==> src/include/bsd_regs.vh <==
// register offsets, field positions, reset values and sizes for the blit/plane control slice
`ifndef BSD_REGS_VH
`define BSD_REGS_VH

// ----------
// register word addresses on the 8-bit register address bus
// ----------
`define BSD_OFF_BLIT_CTL_FIRST 8'h20
`define BSD_OFF_BLIT_CTL_SECOND 8'h21
`define BSD_OFF_BLIT_SIZE 8'h2c
`define BSD_OFF_DISP_PLANE_CTL 8'h40
`define BSD_OFF_ODD_PLANE_MOD 8'h44
`define BSD_OFF_EVEN_PLANE_MOD 8'h45
// plane n (1..6): high half at base + 2*(n-1), low half one above it
`define BSD_OFF_PLANE_PTR_BASE 8'h50
`define BSD_OFF_PLANE_PTR_LAST 8'h5b

// ----------
// reset values
// ----------
`define BSD_RST_WORD 16'h0000
`define BSD_RST_PTR 18'h00000

// ----------
// field positions
// ----------
// blit size
`define BSD_SIZE_H_MSB 15
`define BSD_SIZE_H_LSB 6
`define BSD_SIZE_W_MSB 5
`define BSD_SIZE_W_LSB 0
`define BSD_HEIGHT_MAX 11'h400
`define BSD_WIDTH_MAX 7'h40
`define BSD_LINE_WIDTH 6'h02
// first blit control, line mode
`define BSD_CTL0_START_MSB 15
`define BSD_CTL0_START_LSB 12
// second blit control
`define BSD_CTL1_SUD 4
`define BSD_CTL1_SUL 3
`define BSD_CTL1_AUL 2
`define BSD_CTL1_LINE 0
// display plane control
`define BSD_DPC_HIGH_RESOLUTION_SELECT 15
`define BSD_DPC_COUNT_MSB 14
`define BSD_DPC_COUNT_LSB 12
`define BSD_DPC_HAM 11
`define BSD_DPC_DUAL 10
`define BSD_DPC_COLOR 9
`define BSD_DPC_GENLOCK_AUDIO_ENABLE 8
`define BSD_DPC_LIGHT_PEN_ENABLE 3
`define BSD_DPC_INTERLACE_ENABLE 2
`define BSD_DPC_EXTERNAL_RESYNC_ENABLE 1
`define BSD_PLANE_COUNT_MAX 3'h6

// ----------
// sizes
// ----------
`define BSD_NUM_PLANES 6
`define BSD_PTR_W 18
`define BSD_PTR_HI_W 3
`define BSD_PTR_LO_W 15
`define BSD_LAUNCH_W 53
`define BSD_FIFO_DEPTH 4
`define BSD_FIFO_AW 2

`endif

==> src/rtl/bsd_fifo.v <==
// small synchronous fifo with valid/ready on both sides
`timescale 1ns/100ps
module bsd_fifo #(
    parameter WIDTH = 53,
    parameter DEPTH = 4,
    parameter AW = 2
) (
    input wire clk,
    input wire rst,
    input wire ce,
    input wire in_valid,
    output wire in_ready,
    input wire [WIDTH-1:0] in_data,
    output wire out_valid,
    input wire out_ready,
    output wire [WIDTH-1:0] out_data
);
    reg [WIDTH-1:0] mem [0:DEPTH-1];
    reg [AW-1:0] wr_q;
    reg [AW-1:0] rd_q;
    reg [AW:0] cnt_q;
    wire push;
    wire pop;
    localparam [AW:0] FULL_CNT = DEPTH;

    // honest flags from the occupancy count
    assign in_ready = (cnt_q != FULL_CNT);
    assign out_valid = (cnt_q != {(AW+1){1'b0}});
    assign out_data = mem[rd_q];
    assign push = in_valid & in_ready & ce;
    assign pop = out_valid & out_ready & ce;

    // storage array carries no reset, only the pointers and the count do
    always @(posedge clk) begin
        if (push) begin
            mem[wr_q] <= in_data;
        end
    end

    // pointers wrap naturally since depth is a power of two
    always @(posedge clk or posedge rst) begin
        if (rst) begin
            wr_q <= {AW{1'b0}};
            rd_q <= {AW{1'b0}};
            cnt_q <= {(AW+1){1'b0}};
        end else begin
            if (push) begin
                wr_q <= wr_q + 1'b1;
            end
            if (pop) begin
                rd_q <= rd_q + 1'b1;
            end
            case ({push, pop})
                2'b10: cnt_q <= cnt_q + 1'b1;
                2'b01: cnt_q <= cnt_q - 1'b1;
                default: cnt_q <= cnt_q;
            endcase
        end
    end
endmodule // bsd_fifo

==> src/rtl/bsd_top.v <==
// blit launch, line-draw setup, bit-plane pointers/modulos and display plane control
//
// Notes on behaviour
// - size write launches blit from held values
// - line mode: width 2, height is length
// - three direction bits select one of eight octants
// - six planes, each 18-bit advancing pointer
// - line end adds plane modulo to pointer
// - odd and even planes use separate modulos
// - control bit 15 selects high resolution
// - bits 14:12 select zero to six planes
// - control bit 11 enables hold-and-modify
// - dual playfield: odd planes first, even second
// - enable bit turns on composite colour
// - genlock audio mixed on background pin in blanking
// - bit 3 light pen, cleared at reset
// - bit 2 interlace, cleared at reset
// - bit 1 external resync, cleared at reset
// - second control bit 0 selects line mode
`timescale 1ns/100ps
`include "bsd_regs.vh"
module bsd_top (
    input wire CLK_SYS,
    input wire RST,
    input wire CE,
    // register write port, same clock as the bus logic
    input wire [7:0] REG_ADDR,
    input wire REG_WR,
    input wire [15:0] REG_DATA,
    // launched blit command towards the blitter datapath
    output reg BLIT_VALID,
    input wire BLIT_READY,
    output reg [15:0] BLIT_CTL_FIRST,
    output reg [15:0] BLIT_CTL_SECOND,
    output reg [10:0] BLIT_HEIGHT,
    output reg [6:0] BLIT_WIDTH,
    output reg BLIT_LINE_MODE,
    output reg [3:0] BLIT_START_PIXEL,
    output reg [2:0] BLIT_OCTANT,
    output reg BLIT_LINE_WIDTH_ERR,
    output reg LAUNCH_READY,
    // bit-plane fetch side
    input wire FETCH_STROBE,
    input wire [2:0] FETCH_PLANE,
    input wire LINE_END,
    input wire VBLANK,
    output reg [17:0] FETCH_ADDR,
    output reg FETCH_PLAYFIELD,
    // display control outputs
    output reg HIGH_RESOLUTION_SELECT,
    output reg [2:0] PLANE_COUNT_CODE,
    output reg [2:0] ACTIVE_PLANES,
    output reg HOLD_MODIFY_ENABLE,
    output reg DUAL_PLAYFIELD_ENABLE,
    output reg COLOR_ENABLE,
    output reg GENLOCK_AUDIO_ENABLE,
    output reg LIGHT_PEN_ENABLE,
    output reg INTERLACE_ENABLE,
    output reg EXTERNAL_RESYNC_ENABLE,
    // background pin and the audio pin that may be mixed onto it
    input wire AUDIO_PIN,
    input wire BACKGROUND_LEVEL,
    output reg BACKGROUND_PIN
);

    // ----------
    // decode helpers
    // ----------

    // direction bits to drawing octant number
    function [2:0] drawing_octant;
        input sometimes_up_down;
        input sometimes_up_left;
        input always_up_left;
        begin
            case ({sometimes_up_down, sometimes_up_left, always_up_left})
                3'b110: drawing_octant = 3'h0;
                3'b001: drawing_octant = 3'h1;
                3'b011: drawing_octant = 3'h2;
                3'b111: drawing_octant = 3'h3;
                3'b101: drawing_octant = 3'h4;
                3'b010: drawing_octant = 3'h5;
                3'b000: drawing_octant = 3'h6;
                default: drawing_octant = 3'h7;
            endcase
        end
    endfunction

    // plane number (1..6) to pointer slot, 7 means no such plane
    function [2:0] plane_slot;
        input [2:0] plane;
        begin
            if (plane >= 3'h1 && plane <= 3'h6) begin
                plane_slot = plane - 3'h1;
            end else begin
                plane_slot = 3'h7;
            end
        end
    endfunction

    // ----------
    // register state
    // ----------
    reg [15:0] blit_control_first_q;
    reg [15:0] blit_control_second_q;
    reg [15:0] odd_plane_modulo_q;
    reg [15:0] even_plane_modulo_q;
    reg [15:0] display_plane_control_q;
    wire [17:0] plane_pointer [0:`BSD_NUM_PLANES-1];
    reg launch_q;
    reg [`BSD_LAUNCH_W-1:0] launch_word_q;
    reg [1:0] audio_sync_q;

    wire [2:0] fetch_slot;
    wire fetch_active;
    wire fifo_in_ready;
    wire fifo_out_valid;
    wire fifo_out_ready;
    wire [`BSD_LAUNCH_W-1:0] fifo_out_data;
    wire [2:0] count_code;
    wire [2:0] clamped_count;

    // register selects; every register here is write-only
    wire wr_ctl_first = REG_WR & (REG_ADDR == `BSD_OFF_BLIT_CTL_FIRST);
    wire wr_ctl_second = REG_WR & (REG_ADDR == `BSD_OFF_BLIT_CTL_SECOND);
    wire wr_size = REG_WR & (REG_ADDR == `BSD_OFF_BLIT_SIZE);
    wire wr_dpc = REG_WR & (REG_ADDR == `BSD_OFF_DISP_PLANE_CTL);
    wire wr_odd_mod = REG_WR & (REG_ADDR == `BSD_OFF_ODD_PLANE_MOD);
    wire wr_even_mod = REG_WR & (REG_ADDR == `BSD_OFF_EVEN_PLANE_MOD);

    // size fields; zero in a field means the full count
    wire [9:0] size_height = REG_DATA[`BSD_SIZE_H_MSB:`BSD_SIZE_H_LSB];
    wire [5:0] size_width = REG_DATA[`BSD_SIZE_W_MSB:`BSD_SIZE_W_LSB];
    wire [10:0] eff_height = (size_height == 10'h000) ? `BSD_HEIGHT_MAX
                                                 : {1'b0, size_height};
    wire [6:0] eff_width = (size_width == 6'h00) ? `BSD_WIDTH_MAX
                                             : {1'b0, size_width};
    wire line_mode_now = blit_control_second_q[`BSD_CTL1_LINE];

    // ----------
    // blit control registers
    // ----------

    // control words are held until overwritten; a launch samples them
    always @(posedge CLK_SYS or posedge RST) begin
        if (RST) begin
            blit_control_first_q <= `BSD_RST_WORD;
            blit_control_second_q <= `BSD_RST_WORD;
        end else if (CE) begin
            if (wr_ctl_first) begin
                blit_control_first_q <= REG_DATA;
            end
            if (wr_ctl_second) begin
                blit_control_second_q <= REG_DATA;
            end
        end
    end

    // ----------
    // launch on size write
    // ----------

    // a size write alone starts the blit, using whatever setup is held;
    // writing size before the setup would launch with stale values
    always @(posedge CLK_SYS or posedge RST) begin
        if (RST) begin
            launch_q <= 1'b0;
            launch_word_q <= {`BSD_LAUNCH_W{1'b0}};
        end else if (CE) begin
            launch_q <= wr_size;
            if (wr_size) begin
                launch_word_q <= {blit_control_first_q, blit_control_second_q,
                                  eff_height, eff_width, line_mode_now,
                                  (line_mode_now && size_width != `BSD_LINE_WIDTH),
                                  1'b0};
            end
        end
    end

    // queue of launches; a launch into a full queue is dropped, so software
    // should poll the ready flag before writing size again
    bsd_fifo #(
        .WIDTH(`BSD_LAUNCH_W),
        .DEPTH(`BSD_FIFO_DEPTH),
        .AW(`BSD_FIFO_AW)
    ) u_launch_fifo (
        .clk(CLK_SYS),
        .rst(RST),
        .ce(CE),
        .in_valid(launch_q),
        .in_ready(fifo_in_ready),
        .in_data(launch_word_q),
        .out_valid(fifo_out_valid),
        .out_ready(fifo_out_ready),
        .out_data(fifo_out_data)
    );

    // output stage takes a new command when empty or being consumed
    assign fifo_out_ready = ~BLIT_VALID | BLIT_READY;

    // registered command outputs towards the blitter
    always @(posedge CLK_SYS or posedge RST) begin
        if (RST) begin
            BLIT_VALID <= 1'b0;
            BLIT_CTL_FIRST <= `BSD_RST_WORD;
            BLIT_CTL_SECOND <= `BSD_RST_WORD;
            BLIT_HEIGHT <= 11'h000;
            BLIT_WIDTH <= 7'h00;
            BLIT_LINE_MODE <= 1'b0;
            BLIT_START_PIXEL <= 4'h0;
            BLIT_OCTANT <= 3'h0;
            BLIT_LINE_WIDTH_ERR <= 1'b0;
            LAUNCH_READY <= 1'b1;
        end else if (CE) begin
            LAUNCH_READY <= fifo_in_ready;
            if (fifo_out_ready) begin
                BLIT_VALID <= fifo_out_valid;
                if (fifo_out_valid) begin
                    BLIT_CTL_FIRST <= fifo_out_data[52:37];
                    BLIT_CTL_SECOND <= fifo_out_data[36:21];
                    BLIT_HEIGHT <= fifo_out_data[20:10];
                    BLIT_WIDTH <= fifo_out_data[9:3];
                    BLIT_LINE_MODE <= fifo_out_data[2];
                    BLIT_LINE_WIDTH_ERR <= fifo_out_data[1];
                    // start pixel and octant only mean something in line mode
                    if (fifo_out_data[2]) begin
                        BLIT_START_PIXEL <= fifo_out_data[37+`BSD_CTL0_START_MSB:
                                                          37+`BSD_CTL0_START_LSB];
                        BLIT_OCTANT <= drawing_octant(fifo_out_data[21+`BSD_CTL1_SUD],
                                                      fifo_out_data[21+`BSD_CTL1_SUL],
                                                      fifo_out_data[21+`BSD_CTL1_AUL]);
                    end else begin
                        BLIT_START_PIXEL <= 4'h0;
                        BLIT_OCTANT <= 3'h0;
                    end
                end
            end
        end
    end

    // ----------
    // display plane control and modulos
    // ----------

    // reset clears the whole control word, light pen, interlace, resync among it
    always @(posedge CLK_SYS or posedge RST) begin
        if (RST) begin
            display_plane_control_q <= `BSD_RST_WORD;
            odd_plane_modulo_q <= `BSD_RST_WORD;
            even_plane_modulo_q <= `BSD_RST_WORD;
        end else if (CE) begin
            if (wr_dpc) begin
                display_plane_control_q <= REG_DATA;
            end
            if (wr_odd_mod) begin
                odd_plane_modulo_q <= REG_DATA;
            end
            if (wr_even_mod) begin
                even_plane_modulo_q <= REG_DATA;
            end
        end
    end

    // the unused code 7 is clamped to six planes rather than seven
    assign count_code = display_plane_control_q[`BSD_DPC_COUNT_MSB:`BSD_DPC_COUNT_LSB];
    assign clamped_count = (count_code > `BSD_PLANE_COUNT_MAX) ? `BSD_PLANE_COUNT_MAX
                                                               : count_code;

    // registered copies of the control fields
    always @(posedge CLK_SYS or posedge RST) begin
        if (RST) begin
            HIGH_RESOLUTION_SELECT <= 1'b0;
            PLANE_COUNT_CODE <= 3'h0;
            ACTIVE_PLANES <= 3'h0;
            HOLD_MODIFY_ENABLE <= 1'b0;
            DUAL_PLAYFIELD_ENABLE <= 1'b0;
            COLOR_ENABLE <= 1'b0;
            GENLOCK_AUDIO_ENABLE <= 1'b0;
            LIGHT_PEN_ENABLE <= 1'b0;
            INTERLACE_ENABLE <= 1'b0;
            EXTERNAL_RESYNC_ENABLE <= 1'b0;
        end else if (CE) begin
            HIGH_RESOLUTION_SELECT <= display_plane_control_q[`BSD_DPC_HIGH_RESOLUTION_SELECT];
            PLANE_COUNT_CODE <= count_code;
            ACTIVE_PLANES <= clamped_count;
            HOLD_MODIFY_ENABLE <= display_plane_control_q[`BSD_DPC_HAM];
            DUAL_PLAYFIELD_ENABLE <= display_plane_control_q[`BSD_DPC_DUAL];
            COLOR_ENABLE <= display_plane_control_q[`BSD_DPC_COLOR];
            GENLOCK_AUDIO_ENABLE <= display_plane_control_q[`BSD_DPC_GENLOCK_AUDIO_ENABLE];
            LIGHT_PEN_ENABLE <= display_plane_control_q[`BSD_DPC_LIGHT_PEN_ENABLE];
            INTERLACE_ENABLE <= display_plane_control_q[`BSD_DPC_INTERLACE_ENABLE];
            EXTERNAL_RESYNC_ENABLE <= display_plane_control_q[`BSD_DPC_EXTERNAL_RESYNC_ENABLE];
        end
    end

    // ----------
    // bit-plane pointers
    // ----------
    assign fetch_slot = plane_slot(FETCH_PLANE);
    assign fetch_active = (fetch_slot != 3'h7) && (FETCH_PLANE <= clamped_count);

    // one pointer per plane; a register write beats a fetch or line-end
    // step in the same cycle so a reload in blanking is never lost
    genvar gi;
    generate
        for (gi = 0; gi < `BSD_NUM_PLANES; gi = gi + 1) begin : g_plane
            wire wr_hi;
            wire wr_lo;
            wire [17:0] mod_ext;
            reg [17:0] ptr_q;
            assign plane_pointer[gi] = ptr_q;
            assign wr_hi = REG_WR & (REG_ADDR == (`BSD_OFF_PLANE_PTR_BASE + 2 * gi));
            assign wr_lo = REG_WR & (REG_ADDR == (`BSD_OFF_PLANE_PTR_BASE + 2 * gi + 1));
            // slot 0 is plane 1, so even slots are odd planes
            assign mod_ext = (gi % 2 == 0) ? {{2{odd_plane_modulo_q[15]}}, odd_plane_modulo_q}
                                           : {{2{even_plane_modulo_q[15]}},
                                              even_plane_modulo_q};
            always @(posedge CLK_SYS or posedge RST) begin
                if (RST) begin
                    ptr_q <= `BSD_RST_PTR;
                end else if (CE) begin
                    if (wr_hi || wr_lo) begin
                        // software reload, expected each vertical blank
                        if (wr_hi) begin
                            ptr_q[17:15] <= REG_DATA[2:0];
                        end
                        if (wr_lo) begin
                            ptr_q[14:0] <= REG_DATA[14:0];
                        end
                    end else if (LINE_END && gi < clamped_count) begin
                        ptr_q <= ptr_q + mod_ext;
                    end else if (FETCH_STROBE && fetch_active && fetch_slot == gi) begin
                        ptr_q <= ptr_q + 18'h00001;
                    end
                end
            end
        end
    endgenerate

    // address and playfield of the plane being fetched this cycle
    always @(posedge CLK_SYS or posedge RST) begin
        if (RST) begin
            FETCH_ADDR <= `BSD_RST_PTR;
            FETCH_PLAYFIELD <= 1'b0;
        end else if (CE) begin
            if (FETCH_STROBE && fetch_active) begin
                FETCH_ADDR <= plane_pointer[fetch_slot];
                // with dual playfield on, even planes belong to the second playfield
                FETCH_PLAYFIELD <= display_plane_control_q[`BSD_DPC_DUAL]
                                   & ~FETCH_PLANE[0];
            end
        end
    end

    // ----------
    // genlock audio on the background pin
    // ----------

    // audio arrives from a pin, so two flops before anything looks at it
    always @(posedge CLK_SYS or posedge RST) begin
        if (RST) begin
            audio_sync_q <= 2'b00;
            BACKGROUND_PIN <= 1'b0;
        end else if (CE) begin
            audio_sync_q <= {audio_sync_q[0], AUDIO_PIN};
            if (display_plane_control_q[`BSD_DPC_GENLOCK_AUDIO_ENABLE] && VBLANK) begin
                BACKGROUND_PIN <= audio_sync_q[1];
            end else begin
                BACKGROUND_PIN <= BACKGROUND_LEVEL;
            end
        end
    end

endmodule // bsd_top

==> config.mk <==
export PLATFORM = sky130hd
export DESIGN_NAME = bsd_top
export DESIGN_NICKNAME = d
export VERILOG_FILES = /design/src/rtl/bsd_fifo.v /design/src/rtl/bsd_top.v
export VERILOG_INCLUDE_DIRS = /design/src /design/src/include
export SDC_FILE = /design/constraint.sdc
export NUM_CORES = 1
export LEC_CHECK = 0
export ABC_AREA = 1
export CAP_MARGIN = 20
export CELL_PAD_IN_SITES_DETAIL_PLACEMENT = 1
export CELL_PAD_IN_SITES_GLOBAL_PLACEMENT = 1
export CORE_MARGIN = 5
export CORE_UTILIZATION = 44
export CTS_CLUSTER_DIAMETER = 150
export DETAILED_ROUTE_END_ITERATION = 10
export DONT_BUFFER_PORTS = 1
export GPL_TIMING_DRIVEN = 0
export PLACE_DENSITY = 0.85
export SLEW_MARGIN = 20
export SYNTH_ARGS = -nofsm -noshare
export SYNTH_HDL_FRONTEND = slang
export SYNTH_SLANG_ARGS = --single-unit
==> constraint.sdc <==
create_clock -name CLK_SYS -period 12.2 [get_ports CLK_SYS]
set_input_delay 2.44 -clock CLK_SYS [delete_from_list [all_inputs] [get_ports CLK_SYS]]
set_output_delay 2.44 -clock CLK_SYS [all_outputs]
set_load 0.01 [all_outputs]
==> results of run 1 <==
-- path summary, 6_finish.rpt --
check | slack (ns) | depth (start not counted) | to
min in group asynchronous | 1.66 | 1 | g_plane[2].ptr_q[4]
min reg2reg | 0.47 | 2 | audio_sync_q[0]
min | 0.47 | 2 | audio_sync_q[0]
max | 6.81 | 10 | u_launch_fifo.cnt_q[2]
max reg2reg | 8.58 | 19 | g_plane[0].ptr_q[14]
max in group asynchronous | 9.67 | 2 | FETCH_ADDR[4]
-- power breakdown --
group	switching, mW	internal (mW)
Clock	0.807	1.09
Sequential	0.230	2.07
Combinational	0.882	0.384
-- cell type report --
| class | count | area (um2) |
|---|---|---|
| diodes | 3 | 7.51 |
| clock buffers | 80 | 1660 |
| plain buffers | 133 | 616 |
| repair buffers | 14 | 315 |
| flip-flops and latches | 542 | 14600 |
| inverters | 303 | 1140 |
| well taps | 864 | 1080 |
| multi-input cells | 2650 | 12800 |
| fillers | 7925 | 33100 |
| clock inverters | 32 | 389 |
-- placed cells by master (no fill, tap or decap), drive strengths merged, types with 2 or more instances in the layout --
| master | netlist | final |
|---|---|---|
| nand2 | 1187 | 1187 |
| nor2 | 468 | 468 |
| o21ai | 341 | 341 |
| dfrtp | 337 | 337 |
| inv | 299 | 301 |
| edfxtp | 204 | 204 |
| nand3 | 172 | 172 |
| clkbuf | 83 | 163 |
| a21oi | 135 | 135 |
| ha | 117 | 117 |
| buf | 50 | 64 |
| a31oi | 46 | 46 |
| nor3 | 25 | 25 |
| o22ai | 24 | 24 |
| o211ai | 24 | 24 |
| nand3b | 23 | 23 |
| clkinv | 4 | 23 |
| xor2 | 13 | 13 |
| xnor2 | 13 | 13 |
| o21a | 12 | 12 |
| nand4 | 9 | 9 |
| mux2i | 8 | 8 |
| fa | 7 | 7 |
| bufinv | 0 | 6 |
| a21o | 5 | 5 |
| clkinvlp | 0 | 5 |
| a21boi | 4 | 4 |
| diode | 0 | 3 |
| o31ai | 3 | 3 |
| a211oi | 3 | 3 |
| or2 | 2 | 2 |
| a32oi | 2 | 2 |
-- logic make-up after synthesis --
logic type / Yosys count
buffers and inverters: 436
and+or+nand+nor: 1887
AOI/OAI and AO/OA: 605
DFF: 542
xor gates and xnor gates: 26
adders and majority gates: 124
muxes: 8
-- routing by layer --
layer  share of wire, %  track usage (%)  up-vias
li1                   -                -    12100
met1                 40             38.7    13100
met2                 48             51.9      818
met3                6.1             5.14      236
met4                5.6             14.9        2
met5              0.018                0        -
-- worst max-delay path, delay by kind of cell --
kind                     cells  cell delay [ns]
buffers and inverters        3             1.23
AND/OR/NAND/NOR              1             0.84
adder cells (fa/ha/maj)      2             0.69
AO/OA/AOI/OAI                3             0.55
XOR/XNOR                     1             0.14
-- flip-flops by register name, summed over array words and instances (netlist names), 4 cells and up --
| name | cells |
|---|---|
| BLIT_CTL_FIRST | 16 |
| BLIT_CTL_SECOND | 16 |
| BLIT_HEIGHT | 11 |
| BLIT_START_PIXEL | 4 |
| BLIT_WIDTH | 7 |
| FETCH_ADDR | 18 |
| blit_control_first_q | 16 |
| blit_control_second_q | 16 |
| display_plane_control_q | 11 |
| even_plane_modulo_q | 16 |
| g_plane.ptr_q | 108 |
| launch_word_q | 51 |
| odd_plane_modulo_q | 16 |
| u_launch_fifo.mem | 204 |
==> flow_metrics.tcl, run 1 <==
set metrics [dict create \
    die_w_um 267 \
    worst_slack_ns 6.81 \
    crit_chain "clkbuf_2, o21ai_0, nor2_1, clkbuf_1, ha_1, inv_1, fa_1, a21oi_1, o21ai_0, xnor2_1" \
    cts_htree_levels 2 \
    maxSlewViolCount 0 \
    outcome "finished clean" \
    yosysWarnings 0 \
    cts_buffer_depth 3 \
    muxShareOfSynthArea_pct 0.275 \
    core_area_um2 65600 \
    hp-start "audio_sync_q[0]" \
    leakage_nw 15.8 \
    std_cell_rows 94 \
    synth_compound_area_share_pct 11.4 \
    ctsResizeCount 0 \
    syn_area_per_cell_um2 8.02 \
    clock_skew_ns 0.0413 \
    cts_tree "done" \
    port_buffers 0 \
    rsz0062_at_grt "no" \
    power_density_nw_per_um2 167 \
    async_reset_ff_share_pct 62.4 \
    synthCells 3628 \
    wl_mm 112 \
    finalCritPeriodShare_pct 44.2 \
    grt_pass1_wl_mm 168 \
    ys_top_cells_by_area "dfrtp_1 (29%), edfxtp_1 (21%), nand2_1 (15%)" \
    ys_ff_latch 542 \
    grt.total_usage_pct 30.8 \
    ys_types 52 \
    final_area_um2 32600 \
    start_util_pct 44.3 \
    synth_top_family_by_area "simple AND/OR/NAND/NOR gates" \
    hold_class "reg2reg" \
    crit_required_ns 12.72 \
    synthXorXnorAreaFrac_pct 0.783 \
    clock.fmax_mhz 185 \
    seq_area_frac_synth_pct 50.1 \
    io_pins 132 \
    final_util_pct 49.6 \
    hold_viol 0 \
    slew_headroom_pct 30.7 \
    dp.cells 4506 \
    tightestPinTransition_ns 1.04 \
    fin_cells 4621 \
    post_cts_buffers 0 \
    clk_latency_ns 0.66 \
    drtPass1Iterations 5 \
    cp-end-kind "flip-flop" \
    dp_slack_ns 6.27 \
    cpMostUsedCell "o21ai_0" \
    cpPeakStageDelay_ns 0.84 \
    fp.dieH_um 267 \
    startpoint "CE" \
    setup_viol 0 \
    overflow 0 \
    cts_root_buf "clkbuf_16" \
    postRouteAntennaNets 0 \
    hold_buffers 0 \
    synth_nets 3789 \
    hpwl_mm 83.8 \
    drive_above_1_share_pct 5.59 \
    synthTopCellsByCount "nand2_1 (1176), nor2_1 (463), dfrtp_1 (337)" \
    placed_area_um2 30500 \
    syn_area_um2 29100 \
    yosys.area.top_type "dfrtp_1" \
    crit_type "in2reg" \
    viasPerCell 5.66 \
    period_needed_ns 5.39 \
    cp-start-kind "input port" \
    power.total_mw 5.45 \
    setup_tns_ns 0 \
    rr_startpoint "display_plane_control_q[14]" \
    synth_most_common_cell "nand2_1" \
    cp_slowest_cell "nor2_1" \
    grt_max_degree 86 \
    grt_pass1_vias 27000 \
    avgRoutedWirePerCell_um 24.2 \
    synthFlopType "dfrtp_1" \
    nets 3864 \
    numCtsBuffers 59 \
    place_congestion 1.06 \
    via_count 26200 \
    maxCapViolCount 0 \
    crit_arrival_ns 5.92 \
    die_area_um2 71300 \
    cts.sinks 542 \
    antenna_found_initial 2 \
    drt-initial-drc-count 2122 \
    fin_hold_ws_ns 0.473 \
    synth.top_cell.area_share_pct 29.0 \
    path_max_fanout 10 \
    syn_to_final_growth_pct 12.0 \
    yosys.area_share.simple_pct 25.9 \
    cts.clk_slew.worst_paths_ns 0.06 \
    yosys.area_share.adder_pct 5.52 \
    drc 0 \
    ir_worst_vdd_mv 0.124 \
    synth_edf_count 204 \
]
No activity file was read; power rests on OpenSTA's default activity.
==> run 2, diff against run 1 <==
--- a/config.mk
+++ b/config.mk
@@ -6,12 +6,12 @@
 export SDC_FILE = /design/constraint.sdc
 export NUM_CORES = 1
 export LEC_CHECK = 0
-export ABC_AREA = 1
+export ABC_AREA = 0
 export CAP_MARGIN = 20
 export CELL_PAD_IN_SITES_DETAIL_PLACEMENT = 1
 export CELL_PAD_IN_SITES_GLOBAL_PLACEMENT = 1
 export CORE_MARGIN = 5
-export CORE_UTILIZATION = 44
+export CORE_UTILIZATION = 50
 export CTS_CLUSTER_DIAMETER = 150
 export DETAILED_ROUTE_END_ITERATION = 10
 export DONT_BUFFER_PORTS = 1
==> constraint.sdc (replaced) <==
create_clock -name CLK_SYS -period 5.38 [get_ports CLK_SYS]
set_input_delay 1.076 -clock CLK_SYS [delete_from_list [all_inputs] [get_ports CLK_SYS]]
set_output_delay 1.076 -clock CLK_SYS [all_outputs]
set_load 0.01 [all_outputs]
==> run 2 against run 1 <==
- non-clock buffer count down 11
- core utilization up 6.8 points
- synthesized cell count shrank 37%
- final area down 4.8%
- clock skew is 0.017 ns lower
- worst setup slack lost 6.0 ns
- area after synthesis is 5.0% lower
- sequential power grew 130%
- power up 110%
- sequential share of layout area increased by 2.2 points
- critical endpoint is now g_plane[0].ptr_q[16]
- largest power group unchanged
==> flow_metrics.tcl, run 2 <==
set metrics [dict create \
    outcome "finished clean" \
    wl_mm 95.3 \
    ys_ff_latch 542 \
    grt_max_degree 36 \
    r2r_cells 16 \
    die_w_um 245 \
    hold_viol 0 \
    clock_skew_ns 0.0238 \
    path_max_fanout 10 \
    viasPerCell 6.39 \
    cts_buffer_depth 3 \
    wl_met2_mm 45.9 \
    ys_types 92 \
    fin_cells 3180 \
    crit_chain "clkbuf_1, o21a_1, a21oi_1, clkbuf_1, or2_2, ha_1, fa_1, a21o_1, a21o_1, a21o_1, a31o_2, a211oi_1, or2_1, o21ai_1, xor2_1, o31a_1" \
    worst_slack_ns 0.779 \
    seq_area_frac_synth_pct 52.8 \
    drtPass1Iterations 5 \
    start_util_pct 50.3 \
    hold_buffers 0 \
    maxSlewViolCount 0 \
    yosys.area.top_type "dfrtp_1" \
    power_density_nw_per_um2 376 \
    finalCritPeriodShare_pct 85.5 \
    std_cell_rows 86 \
    ys_top_cells_by_area "dfrtp_1 (31%), edfxtp_1 (22%), mux2_2 (8.2%)" \
    final_area_um2 31000 \
    fillCellCount 5553 \
    clk_latency_ns 0.64 \
    port_buffers 0 \
    place_congestion 1.01 \
    rsz0062_at_grt "no" \
    crit_arrival_ns 5.12 \
    cp-start-kind "flip-flop" \
    core_area_um2 55000 \
    rr_startpoint "display_plane_control_q[14]" \
    nets 2540 \
    final_cell_mix "dfrtp_1 (337), edfxtp_1 (204), mux2_2 (202)" \
    grt.total_usage_pct 31.4 \
    syn_area_um2 27600 \
    hold_class "in2async" \
    overflow 0 \
    synthCells 2303 \
    leakage_nw 13.7 \
    cpPeakStageDelay_ns 0.45 \
    synthTopCellsByCount "dfrtp_1 (337), edfxtp_1 (204), mux2_2 (202)" \
    ir_worst_vdd_mv 0.309 \
    cts.clk_slew.worst_paths_ns 0.06 \
    crit_required_ns 5.90 \
    setup_viol 0 \
    slew_headroom_pct 17.4 \
    cp-end-kind "flip-flop" \
    io_pins 132 \
    syn_area_per_cell_um2 12.0 \
    grt_pass1_wl_mm 142 \
    die_area_um2 60100 \
    dp.cells 3068 \
    cts_tree "done" \
    setup_tns_ns 0 \
    wl_met1_mm 35.5 \
    syn_to_final_growth_pct 12.2 \
    rr_endpoint "g_plane[0].ptr_q[16]" \
    final_common_cell "dfrtp_1" \
    fp.dieH_um 245 \
    synth_most_common_cell "dfrtp_1" \
    cts_htree_levels 2 \
    ctsResizeCount 0 \
    cpMostUsedCell "a21o_1" \
    async_reset_ff_share_pct 62.4 \
    drive_above_1_share_pct 18.8 \
    synth_nets 2464 \
    synth.top_cell.area_share_pct 30.5 \
    top_register "u_launch_fifo.mem" \
    top_layer "met5" \
    numCtsBuffers 57 \
    drt-initial-drc-count 1699 \
    multiInputGateArea_um2 12400 \
    yosysWarnings 0 \
    r2r_slack_ns 0.78 \
    via_count 20300 \
    tightestPinTransition_ns 1.24 \
    cp_slowest_cell "fa_1" \
    clock.fmax_mhz 217 \
    dp_slack_ns 0.405 \
    crit_type "reg2reg" \
    post_cts_buffers 0 \
    crit_buf_inv 2 \
    grt_pass1_vias 21900 \
    synth_edf_count 204 \
    largest_reg_flops 204 \
    seq_area_um2 14600 \
    cts_root_buf "clkbuf_16" \
    avgRoutedWirePerCell_um 30.0 \
    period_needed_ns 4.60 \
    placed_area_um2 29000 \
    routed-wl-met3_mm 8.07 \
    antenna_found_initial 8 \
    maxCapViolCount 0 \
    hpwl_mm 66.6 \
    synthFlopType "dfrtp_1" \
    drc 0 \
    postRouteAntennaNets 0 \
    reg.largest.list "u_launch_fifo.mem (204), g_plane.ptr_q (108), launch_word_q (51)" \
    cts.sinks 542 \
    crit_family "compound AO/OA/AOI/OAI gates" \
]
-- run 2: per-stage QoR --
| stage | utilization (%) | power [mW] | hold slack, ns |
|---|---|---|---|
| after CTS | 56.4 | 11.7 | 0.278 |
| after floorplan | - | 6.57 | 0.464 |
| after global routing | 56.4 | 12.1 | 0.298 |
| after global placement | 52.0 | 7.15 | 0.479 |
| final | 56.4 | 11.7 | 0.302 |
| after detailed placement | 52.7 | 7.36 | 0.492 |
-- run 2: final cells by class --
class                   instances  area share (%)
clock buffers                  79            5.43
inverters                      52           0.641
multi-input cells            1590            39.9
clock inverters                29            1.18
well taps                     748            3.02
repair buffers                 17            1.13
plain buffers                 119            1.67
flip-flops and latches        542            47.0
diodes                          4          0.0323
-- run 2: worst reg2reg max path: cells and delay by family, from the launching register on --
kind	cells	cell delay [ns]
AOI/OAI and AO/OA	9	2.15
buffers and inverters	2	0.61
adders and majority gates	2	0.70
DFF	1	0.32
xor gates and xnor gates	1	0.15
and+or+nand+nor	2	0.56
-- run 2: cell families after synthesis --
kind of cell               after synthesis  share of synthesized area (%)
and+or+nand+nor                        612                           10.7
DFF                                    542                           52.8
AOI/OAI and AO/OA                      488                           11.2
muxes                                  286                           14.4
buffers and inverters                  171                           2.55
adders and majority gates              124                           5.80
xor gates and xnor gates                80                           2.53
-- run 2: power by group --
part | internal (mW) | leakage, nW | switching [mW] | total (mW)
Clock | 2.50 | 1.00 | 1.78 | 4.28
Sequential | 4.67 | 6.65 | 0.625 | 5.30
Combinational | 0.909 | 6.09 | 1.17 | 2.08
-- run 2: metal layers --
metal / vias up / global-route usage [%]
met1: 10500 / 38.1
met5: - / 0
met4: 6 / 15.9
li1: 8652 / -
met2: 883 / 52.2
met3: 278 / 8.17
-- run 2: how the worst max path moves through the flow --
stage	start	endpoint	slack (ns)	cells past startpoint
3_5_place_dp	LINE_END	g_plane[0].ptr_q[16]	0.40	15
4_1_cts	display_plane_control_q[14]	g_plane[0].ptr_q[16]	0.81	16
6_report	display_plane_control_q[14]	g_plane[0].ptr_q[16]	0.78	16
3_3_place_gp	RST	BLIT_HEIGHT[2]	-2.20	1
2_1_floorplan	RST	ACTIVE_PLANES[0]	-0.21	1
5_1_grt	display_plane_control_q[14]	g_plane[0].ptr_q[16]	0.53	16
